**src/rsgac_pkg.sv**
```systemverilog
// Register map, reset values, carrier types and decoders of the settle, scale and gain bank.
package rsgac_pkg;
  // Register indices; the Wishbone byte address is four times the index.
  localparam int unsigned IDX_W = 6;
  localparam int unsigned IDX_LSB = 2;
  localparam logic [5:0] IDX_RES = 6'h0f;
  localparam logic [5:0] IDX_SETTLE = 6'h12;
  localparam logic [5:0] IDX_SCALE = 6'h13;
  localparam logic [5:0] IDX_RSVD = 6'h14;
  localparam logic [5:0] IDX_FTGC = 6'h15;
  localparam logic [5:0] IDX_CSUM3 = 6'h16;
  localparam logic [5:0] IDX_CSUM2 = 6'h17;
  localparam logic [5:0] IDX_STAT = 6'h30;
  localparam logic [5:0] IDX_EDV = 6'h31;

  // Values after reset.
  localparam logic [7:0] RST_SETTLE = 8'h23;
  localparam logic [7:0] RST_SCALE = 8'h0c;
  localparam logic [7:0] RST_FTGC = 8'h0f;
  localparam logic [7:0] RST_CSUM3 = 8'h00;
  localparam logic [7:0] RST_CSUM2 = 8'h00;
  localparam logic RST_RES = 1'b0;
  localparam logic [3:0] RST_GAIN = 4'hf;

  // Field positions and masks of the writable bits; reserved bits stay zero.
  localparam int unsigned FAST_LSB = 4;
  localparam int unsigned GEN_LSB = 0;
  localparam int unsigned FT_EN_BIT = 7;
  localparam logic [7:0] WMASK_SETTLE = 8'h77;
  localparam logic [7:0] WMASK_SCALE = 8'h1f;
  localparam logic [7:0] WMASK_FTGC = 8'h8f;
  localparam logic [7:0] WMASK_CSUM3 = 8'h7f;
  localparam logic [7:0] WMASK_CSUM2 = 8'hff;

  // Weights are held in eighths; full resolution spends eight clocks per sample and bandwidth step.
  localparam int unsigned SCALE_SHIFT = 3;
  localparam int unsigned FULL_SHIFT = 3;
  localparam int unsigned HALF_SHIFT = 2;
  localparam logic [7:0] ENERGY_MAX = 8'hff;

  // Settling configuration carried from the registers to the timer.
  typedef struct packed {
    logic [2:0] fast;
    logic [2:0] gen;
    logic half;
    logic [6:0] bw;
  } rsgac_settle_cfg_t;

  // Gain levels that the gain control may use.
  typedef struct packed {
    logic low;
    logic mid;
    logic high;
    logic highest;
  } rsgac_gain_set_t;

  // Sample count selected by a 3-bit settling code.
  function automatic logic [7:0] rsgac_samples(input logic [2:0] code);
    case (code)
      3'h0: rsgac_samples = 8'd50;
      3'h1: rsgac_samples = 8'd100;
      3'h2: rsgac_samples = 8'd125;
      3'h3: rsgac_samples = 8'd150;
      3'h4: rsgac_samples = 8'd175;
      3'h5: rsgac_samples = 8'd200;
      3'h6: rsgac_samples = 8'd225;
      default: rsgac_samples = 8'd250;
    endcase
  endfunction : rsgac_samples

  // Allowed gain levels for a gain mode code; unlisted codes fix high gain.
  function automatic rsgac_gain_set_t rsgac_gain_decode(input logic [3:0] mode);
    case (mode)
      4'h1: rsgac_gain_decode = 4'b0001;
      4'h3: rsgac_gain_decode = 4'b0011;
      4'h4: rsgac_gain_decode = 4'b0110;
      4'h6, 4'hb: rsgac_gain_decode = 4'b0111;
      4'h8: rsgac_gain_decode = 4'b1100;
      4'he: rsgac_gain_decode = 4'b1110;
      4'hf: rsgac_gain_decode = 4'b1111;
      default: rsgac_gain_decode = 4'b0010;
    endcase
  endfunction : rsgac_gain_decode
endpackage : rsgac_pkg

```
**src/rsgac_settle_timer.sv**
```systemverilog
// Settling timer that blanks signal-strength readings after each gain switch.
`timescale 1ns/1ps
`default_nettype none
module rsgac_settle_timer
  import rsgac_pkg::*;
#(
  parameter int unsigned CNT_W = 18
) (
  // Clock and reset.
  input wire logic core_clk_i,
  input wire logic rstn_i,
  // Configuration and events.
  input wire rsgac_settle_cfg_t cfg_i,
  input wire logic fast_check_i,
  input wire logic gain_switch_i,
  // Status.
  output logic settling_o
);
  logic [CNT_W-1:0] cnt_r;
  logic [CNT_W-1:0] cnt_nxt;
  logic settle_r;
  logic settle_nxt;
  logic [7:0] samples;
  logic [14:0] base;
  logic [CNT_W-1:0] target;

  // Shorter counters cannot hold the longest settling length.
  if (CNT_W < 18) begin : g_bad_cnt_w
    $error("CNT_W too small for the longest settling time");
  end

  // Length in clocks: samples times bandwidth adjust times eight, halved at half resolution.
  always_comb begin
    samples = rsgac_samples(fast_check_i ? cfg_i.fast : cfg_i.gen);
    base = 15'(samples) * 15'(cfg_i.bw);
    target = cfg_i.half ? CNT_W'({base, 2'b00}) : CNT_W'({base, 3'b000});
  end

  // A gain switch restarts the count, otherwise it runs down to zero.
  always_comb begin
    cnt_nxt = cnt_r;
    if (gain_switch_i) begin
      cnt_nxt = target;
    end else if (cnt_r != '0) begin
      cnt_nxt = cnt_r - CNT_W'(1);
    end
    settle_nxt = (cnt_nxt != '0);
  end

  // Count and settling flag registers.
  always_ff @(posedge core_clk_i or negedge rstn_i) begin
    if (!rstn_i) begin
      cnt_r <= '0;
      settle_r <= 1'b0;
    end else begin
      cnt_r <= cnt_nxt;
      settle_r <= settle_nxt;
    end
  end

  assign settling_o = settle_r;
endmodule : rsgac_settle_timer
`default_nettype wire

```
**src/rsgac_energy_scale.sv**
```systemverilog
// Scaler that turns signal strength into a saturated energy-detection value.
`timescale 1ns/1ps
`default_nettype none
module rsgac_energy_scale
  import rsgac_pkg::*;
(
  // Clock and reset.
  input wire logic core_clk_i,
  input wire logic rstn_i,
  // Samples, weights and blanking.
  input wire logic [7:0] rssi_i,
  input wire logic rssi_valid_i,
  input wire logic [4:0] weights_i,
  input wire logic block_i,
  // Result.
  output logic [7:0] value_o,
  output logic valid_o
);
  logic [7:0] value_r;
  logic [7:0] value_nxt;
  logic valid_r;
  logic valid_nxt;
  logic [12:0] prod;
  logic [9:0] scaled;
  logic take;

  // Weights in eighths equal the weight bits read as a number, so one product sums them.
  always_comb begin
    prod = 13'(rssi_i) * 13'(weights_i);
    scaled = prod[12:SCALE_SHIFT];
    take = rssi_valid_i && !block_i;
    valid_nxt = take;
    value_nxt = value_r;
    if (take) begin
      value_nxt = (scaled[9:8] != 2'b00) ? ENERGY_MAX : scaled[7:0];
    end
  end

  // Result registers.
  always_ff @(posedge core_clk_i or negedge rstn_i) begin
    if (!rstn_i) begin
      value_r <= 8'h00;
      valid_r <= 1'b0;
    end else begin
      value_r <= value_nxt;
      valid_r <= valid_nxt;
    end
  end

  assign value_o = value_r;
  assign valid_o = valid_r;
endmodule : rsgac_energy_scale
`default_nettype wire

```
**src/rsgac_config.sv**
```systemverilog
// Wishbone register bank for settling time, energy scale, frequency tracking and gain mode.
// Summary of operation
// - Bits 6:4 pick fast-check settling samples: 50,100,125..250.
// - Signal-strength readings during settling never enter the energy value.
// - Settling clocks equal samples times bandwidth adjust times eight.
// - Scale bits 4..0 enable weights 2, 1, 1/2, 1/4, 1/8.
// - Applied scale is the sum of the enabled weights.
// - Scaled energy above 255 saturates at 255.
// - Gain mode codes select fixed or allowed sets of gain levels.
// - Unlisted gain codes fix high gain; reset allows all four.
// - Top checksum register bits 6:0 hold polynomial 30:24, bit 7 zero.
// - Resolution bit set halves the settling time.
// - Next checksum register holds polynomial bits 23:16.
//
// Local design decision: the Wishbone slave port.
`timescale 1ns/1ps
`default_nettype none
module rsgac_config
  import rsgac_pkg::*;
#(
  parameter int unsigned ADDR_W = 8
) (
  // Clock and reset.
  input wire logic core_clk_i,
  input wire logic rstn_i,
  // Wishbone classic slave.
  input wire logic wb_cyc_i,
  input wire logic wb_stb_i,
  input wire logic wb_we_i,
  input wire logic [ADDR_W-1:0] wb_adr_i,
  input wire logic [31:0] wb_dat_i,
  input wire logic [3:0] wb_sel_i,
  output logic [31:0] wb_dat_o,
  output logic wb_ack_o,
  // Receiver inputs on the same clock.
  input wire logic [6:0] filter_bandwidth_adjust_i,
  input wire logic fast_check_i,
  input wire logic gain_switch_i,
  input wire logic [7:0] rssi_i,
  input wire logic rssi_valid_i,
  // Configuration and results.
  output logic freq_track_enable_o,
  output logic [3:0] gain_mode_select_o,
  output rsgac_gain_set_t gain_allowed_o,
  output logic [30:16] checksum_polynomial_o,
  output logic settling_o,
  output logic [7:0] energy_detect_value_o,
  output logic energy_valid_o
);
  logic ack_r;
  logic ack_nxt;
  logic [31:0] dat_r;
  logic [31:0] dat_nxt;
  logic [7:0] settle_r;
  logic [7:0] settle_nxt;
  logic [7:0] scale_r;
  logic [7:0] scale_nxt;
  logic [7:0] ftgc_r;
  logic [7:0] ftgc_nxt;
  logic [7:0] csum3_r;
  logic [7:0] csum3_nxt;
  logic [7:0] csum2_r;
  logic [7:0] csum2_nxt;
  logic res_r;
  logic res_nxt;
  rsgac_gain_set_t gain_r;
  rsgac_gain_set_t gain_nxt;
  logic [IDX_W-1:0] idx;
  logic req;
  logic wr_go;
  logic [7:0] rd_byte;
  rsgac_settle_cfg_t settle_cfg;

  // Only an 8-bit byte address fits the six-bit register index.
  if (ADDR_W != IDX_W + IDX_LSB) begin : g_bad_addr_w
    $error("ADDR_W must be 8");
  end

  assign idx = wb_adr_i[ADDR_W-1:IDX_LSB];
  assign req = wb_cyc_i && wb_stb_i;
  // A write lands at the edge on which the master sees the acknowledge.
  assign wr_go = req && wb_we_i && ack_r && wb_sel_i[0] && (wb_adr_i[1:0] == 2'b00);

  // Read multiplexer; unmapped and reserved addresses read zero.
  always_comb begin
    rd_byte = 8'h00;
    if (wb_adr_i[1:0] != 2'b00) begin
      rd_byte = 8'h00;
    end else if (idx == IDX_RES) begin
      rd_byte = {7'h00, res_r};
    end else if (idx == IDX_SETTLE) begin
      rd_byte = settle_r;
    end else if (idx == IDX_SCALE) begin
      rd_byte = scale_r;
    end else if (idx == IDX_FTGC) begin
      rd_byte = ftgc_r;
    end else if (idx == IDX_CSUM3) begin
      rd_byte = csum3_r;
    end else if (idx == IDX_CSUM2) begin
      rd_byte = csum2_r;
    end else if (idx == IDX_STAT) begin
      rd_byte = {gain_r, 3'b000, settling_o};
    end else if (idx == IDX_EDV) begin
      rd_byte = energy_detect_value_o;
    end
  end

  // Bus answer: acknowledge one cycle after the request, dropped the cycle after.
  always_comb begin
    ack_nxt = req && !ack_r;
    dat_nxt = ack_nxt ? {24'h000000, rd_byte} : 32'h00000000;
  end

  always_ff @(posedge core_clk_i or negedge rstn_i) begin
    if (!rstn_i) begin
      ack_r <= 1'b0;
      dat_r <= 32'h00000000;
    end else begin
      ack_r <= ack_nxt;
      dat_r <= dat_nxt;
    end
  end

  assign wb_ack_o = ack_r;
  assign wb_dat_o = dat_r;

  // Register writes; only the writable bits are stored, so reserved bits stay zero.
  always_comb begin
    settle_nxt = settle_r;
    scale_nxt = scale_r;
    ftgc_nxt = ftgc_r;
    csum3_nxt = csum3_r;
    csum2_nxt = csum2_r;
    res_nxt = res_r;
    if (wr_go) begin
      if (idx == IDX_RES) begin
        res_nxt = wb_dat_i[0];
      end else if (idx == IDX_SETTLE) begin
        settle_nxt = wb_dat_i[7:0] & WMASK_SETTLE;
      end else if (idx == IDX_SCALE) begin
        scale_nxt = wb_dat_i[7:0] & WMASK_SCALE;
      end else if (idx == IDX_FTGC) begin
        ftgc_nxt = wb_dat_i[7:0] & WMASK_FTGC;
      end else if (idx == IDX_CSUM3) begin
        csum3_nxt = wb_dat_i[7:0] & WMASK_CSUM3;
      end else if (idx == IDX_CSUM2) begin
        csum2_nxt = wb_dat_i[7:0] & WMASK_CSUM2;
      end
    end
    gain_nxt = rsgac_gain_decode(ftgc_nxt[3:0]);
  end

  always_ff @(posedge core_clk_i or negedge rstn_i) begin
    if (!rstn_i) begin
      settle_r <= RST_SETTLE;
      scale_r <= RST_SCALE;
      ftgc_r <= RST_FTGC;
      csum3_r <= RST_CSUM3;
      csum2_r <= RST_CSUM2;
      res_r <= RST_RES;
      gain_r <= RST_GAIN;
    end else begin
      settle_r <= settle_nxt;
      scale_r <= scale_nxt;
      ftgc_r <= ftgc_nxt;
      csum3_r <= csum3_nxt;
      csum2_r <= csum2_nxt;
      res_r <= res_nxt;
      gain_r <= gain_nxt;
    end
  end

  // Configuration outputs straight from the registers.
  assign freq_track_enable_o = ftgc_r[FT_EN_BIT];
  assign gain_mode_select_o = ftgc_r[3:0];
  assign gain_allowed_o = gain_r;
  assign checksum_polynomial_o = {csum3_r[6:0], csum2_r};

  // Settling configuration for the timer.
  always_comb begin
    settle_cfg.fast = settle_r[FAST_LSB +: 3];
    settle_cfg.gen = settle_r[GEN_LSB +: 3];
    settle_cfg.half = res_r;
    settle_cfg.bw = filter_bandwidth_adjust_i;
  end

  rsgac_settle_timer #(
    .CNT_W(18)
  ) u_timer (
    .core_clk_i(core_clk_i),
    .rstn_i(rstn_i),
    .cfg_i(settle_cfg),
    .fast_check_i(fast_check_i),
    .gain_switch_i(gain_switch_i),
    .settling_o(settling_o)
  );

  rsgac_energy_scale u_scale (
    .core_clk_i(core_clk_i),
    .rstn_i(rstn_i),
    .rssi_i(rssi_i),
    .rssi_valid_i(rssi_valid_i),
    .weights_i(scale_r[4:0]),
    .block_i(settling_o),
    .value_o(energy_detect_value_o),
    .valid_o(energy_valid_o)
  );
endmodule : rsgac_config
`default_nettype wire

```
**config.mk**
```make
export PLATFORM = sky130hd
export DESIGN_NAME = rsgac_config
export DESIGN_NICKNAME = d
export VERILOG_FILES = /design/src/rsgac_pkg.sv /design/src/rsgac_settle_timer.sv /design/src/rsgac_energy_scale.sv /design/src/rsgac_config.sv
export SDC_FILE = /design/constraint.sdc
export NUM_CORES = 1
export LEC_CHECK = 0
export BUFFER_PORTS_ARGS = -buffer_cell sky130_fd_sc_hd__buf_2
export CAP_MARGIN = 30
export CORE_MARGIN = 2
export CORE_UTILIZATION = 40
export DETAILED_ROUTE_END_ITERATION = 10
export GPL_TIMING_DRIVEN = 0
export PLACE_DENSITY = 0.66
export SLEW_MARGIN = 30
export SYNTH_ARGS = -nofsm -noshare
export SYNTH_HDL_FRONTEND = slang
export SYNTH_SLANG_ARGS = --single-unit
```
**constraint.sdc**
```tcl
create_clock -name core_clk_i -period 10.6 [get_ports core_clk_i]
set_input_delay 1.06 -clock core_clk_i [delete_from_list [all_inputs] [get_ports core_clk_i]]
set_output_delay 1.06 -clock core_clk_i [all_outputs]
set_load 0.01 [all_outputs]
```
==> results_dict.tcl <==
set metrics [dict create \
    nets 1040 \
    report.final.slew_viol_count 0 \
    rsz0062_at_grt "no" \
    min_period_ps 7700 \
    coreArea_sq_mm 0.0174 \
    synth_seq_cells 73 \
    vias_per_cell 5.30 \
    dp_cells 1079 \
    gp_congestion 0.885 \
    clock_power_share 0.382 \
    fmax_mhz 130 \
    io_buffers 82 \
    outcome "finished, final reports clean" \
    layout.cells.non_filler 1095 \
    cts_buffers 9 \
    wl_mm 16.4 \
    cp.arrival_ps 7890 \
    synth_warnings 0 \
    ant_nets 0 \
    clock-sinks 73 \
    drt-met1-wl_mm 7.73 \
    io_pins 134 \
    die_x_um 137 \
    cts_root_buf "clkbuf_16" \
    ys_seq_area_frac 0.259 \
    gr-total-overflow 0 \
    ys_types 71 \
    cts_tree "built" \
    first_iter_violations 232 \
    synth_cells 748 \
    clk_pin_slew_worst_paths_ps 60 \
    antenna_cells 0 \
    grt_first_pass_wirelength_mm 27.2 \
    grt_max_degree 51 \
    wl_met3_um 678 \
    netlist_top_cells_count "ha_1 (61), dfrtp_1 (60), inv_1 (55)" \
    dp_worst_setup_slack_ps 2590 \
    tightestPinTransition_ps 944 \
    cap_violations 0 \
    holdPathStages 1 \
    p_leak_uw 0.00410 \
    synth.avg_cell_area_sq_um 9.51 \
    ctsHoldBuffers 0 \
    path_max_fanout 7 \
    hp-class "flip-flop to flip-flop" \
    drive_above_1_share 0.226 \
    stdcell_area_sq_mm 0.00823 \
    synthArstFlopShare 1.00 \
    fillCellCount 1702 \
    start_kind "input port" \
    dpl.hpwl_mm 13.3 \
    vias 5802 \
    dpl_cell_area_sq_mm 0.00792 \
    yosysMostFrequentCell "ha_1" \
    p_seq_frac 0.390 \
    drtPass1Iterations 4 \
    grt_use_total 0.180 \
    post-route-period-util 0.726 \
    rows 48 \
    die_h_um 137 \
    synth_top_area_frac 0.211 \
    drc 0 \
    setup_viol 0 \
    hold_viol_final 0 \
    power_density_mw_per_mm2 97.7 \
    area_growth_pct 15.7 \
    combPwrFrac 0.228 \
    crit_path_end_kind "flip-flop" \
    p_sw_uw 247 \
    clockBufferDepth 2 \
    skew_ps 8.85 \
    start_util 0.410 \
    grt_pass1_vias 5466 \
    routed-wl-met2_mm 7.82 \
    antenna_found_initial 0 \
    post-cts-setup-buffer-count 0 \
    worstPathRequired_ps 10790 \
    yosys-top-cells-area "dfrtp_1 (21%), fa_1 (13%), ha_1 (11%), mux2_2 (6.5%), dfstp_2 (4.8%)" \
    wl_per_cell_um 15.0 \
    cts_resized 0 \
    htreeDepth 3 \
    clock_latency_ps 340 \
    worstSetupPathType "input port to flip-flop" \
    r2r_cells 21 \
    synth_edf_count 0 \
    p_sw_frac 0.307 \
    ir_drop_v 0.0000831 \
    dieArea_sq_mm 0.0189 \
    top_layer "met4" \
    ys.flop_type "dfrtp_1" \
    setup_tns_ps 0 \
    final.setup.worst_slack_ps 2900 \
    syn_area_sq_mm 0.00711 \
    yosysTopAreaCell "dfrtp_1" \
    internal_power_uw 557 \
    slew-limit-headroom 0.365 \
    hold_slack_ps 474 \
]
-- layout by cell type (no fill, tap or decap), types with 38 or more instances in the layout --
cell      n
a21oi_1  38
and2_1   40
buf_2    83
dfrtp_1  60
fa_1     47
ha_1     61
inv_1    55
mux2_2   41
nand2_1  53
nor2_1   48
-- per-layer routing --
layer / vias to the layer above / track usage
met5: - / 0
met3: 14 / 0.0272
met1: 2848 / 0.248
li1: 2808 / -
met4: 0 / 0.0384
met2: 132 / 0.299
-- cell families (layout without fill, tap and decap cells) --
| kind of cell | after synthesis | count (layout) | synth area share |
|---|---|---|---|
| and+or+nand+nor | 251 | 251 | 0.190 |
| AOI/OAI and AO/OA | 137 | 137 | 0.132 |
| adders and majority gates | 108 | 108 | 0.240 |
| buffers and inverters | 102 | 201 | 0.0689 |
| DFF | 73 | 73 | 0.259 |
| muxes | 55 | 55 | 0.0846 |
| xor gates and xnor gates | 21 | 21 | 0.0259 |
| other | 1 | 24 | 0.000527 |
-- critical path, stage by stage --
cell and delay, ps:
buf_2 130, mux2i_1 380, inv_1 120, ha_1 290
or4_1 530, o21ai_0 370, nand2b_1 220, fa_1 440
fa_1 550, inv_1 50, fa_1 530, inv_1 50
fa_1 530, inv_1 40, ha_1 350, and3_4 180
a221oi_2 280, xnor2_1 110, a221o_1 370, or4_1 540
nor4_1 260, or4b_1 510
-- power by group through the flow --
| stage | registers [uW] | clock network, uW | logic, uW |
|---|---|---|---|
| 5_1_grt | 316 | 328 | 210 |
| 4_1_cts | 313 | 315 | 184 |
| 6_report | 313 | 307 | 183 |
| 2_1_floorplan | 315 | 0 | 130 |
| 3_3_place_gp | 317 | 0 | 178 |
| 3_5_place_dp | 318 | 0 | 182 |
-- final cells by class --
type / instances / area [sq um] / area share
timing repair buffer: 83 / 440 / 0.0535
inverter: 55 / 206 / 0.0251
clock buffer: 9 / 225 / 0.0274
clock inverter: 7 / 77.6 / 0.00943
multi-input combinational: 596 / 4870 / 0.592
sequential: 73 / 1840 / 0.224
tap: 225 / 282 / 0.0342
buffer: 47 / 284 / 0.0345
-- registers in the layout (all words and copies together) (netlist names) --
name,flops
csum2_r,8
csum3_r,7
ftgc_r,5
gain_allowed_o,4
res_r,1
scale_r,5
settle_r,6
u_scale.valid_o,1
u_scale.value_o,8
u_timer.cnt_r,18
u_timer.settling_o,1
wb_ack_o,1
wb_dat_o,8
-- final timing paths --
| path | endpoint | startpoint | slack [ps] |
|---|---|---|---|
| hold / removal | wb_ack_o | wb_ack_o | 470 |
| max in group asynchronous | ftgc_r[2] | rstn_i | 9350 |
| hold reg to reg | wb_ack_o | wb_ack_o | 470 |
| setup reg to reg | u_timer.settling_o | settle_r[4] | 3390 |
| min in group asynchronous | u_timer.cnt_r[17] | rstn_i | 630 |
| setup / recovery | u_timer.settling_o | fast_check_i | 2900 |
-- stage by stage --
stage          utilization  power [uW]
2_1_floorplan            -         444
3_3_place_gp         0.455         496
3_5_place_dp         0.456         500
4_1_cts              0.474         812
5_1_grt              0.474         854
6_report             0.474         804
No activity file was read; power rests on OpenSTA's default activity.
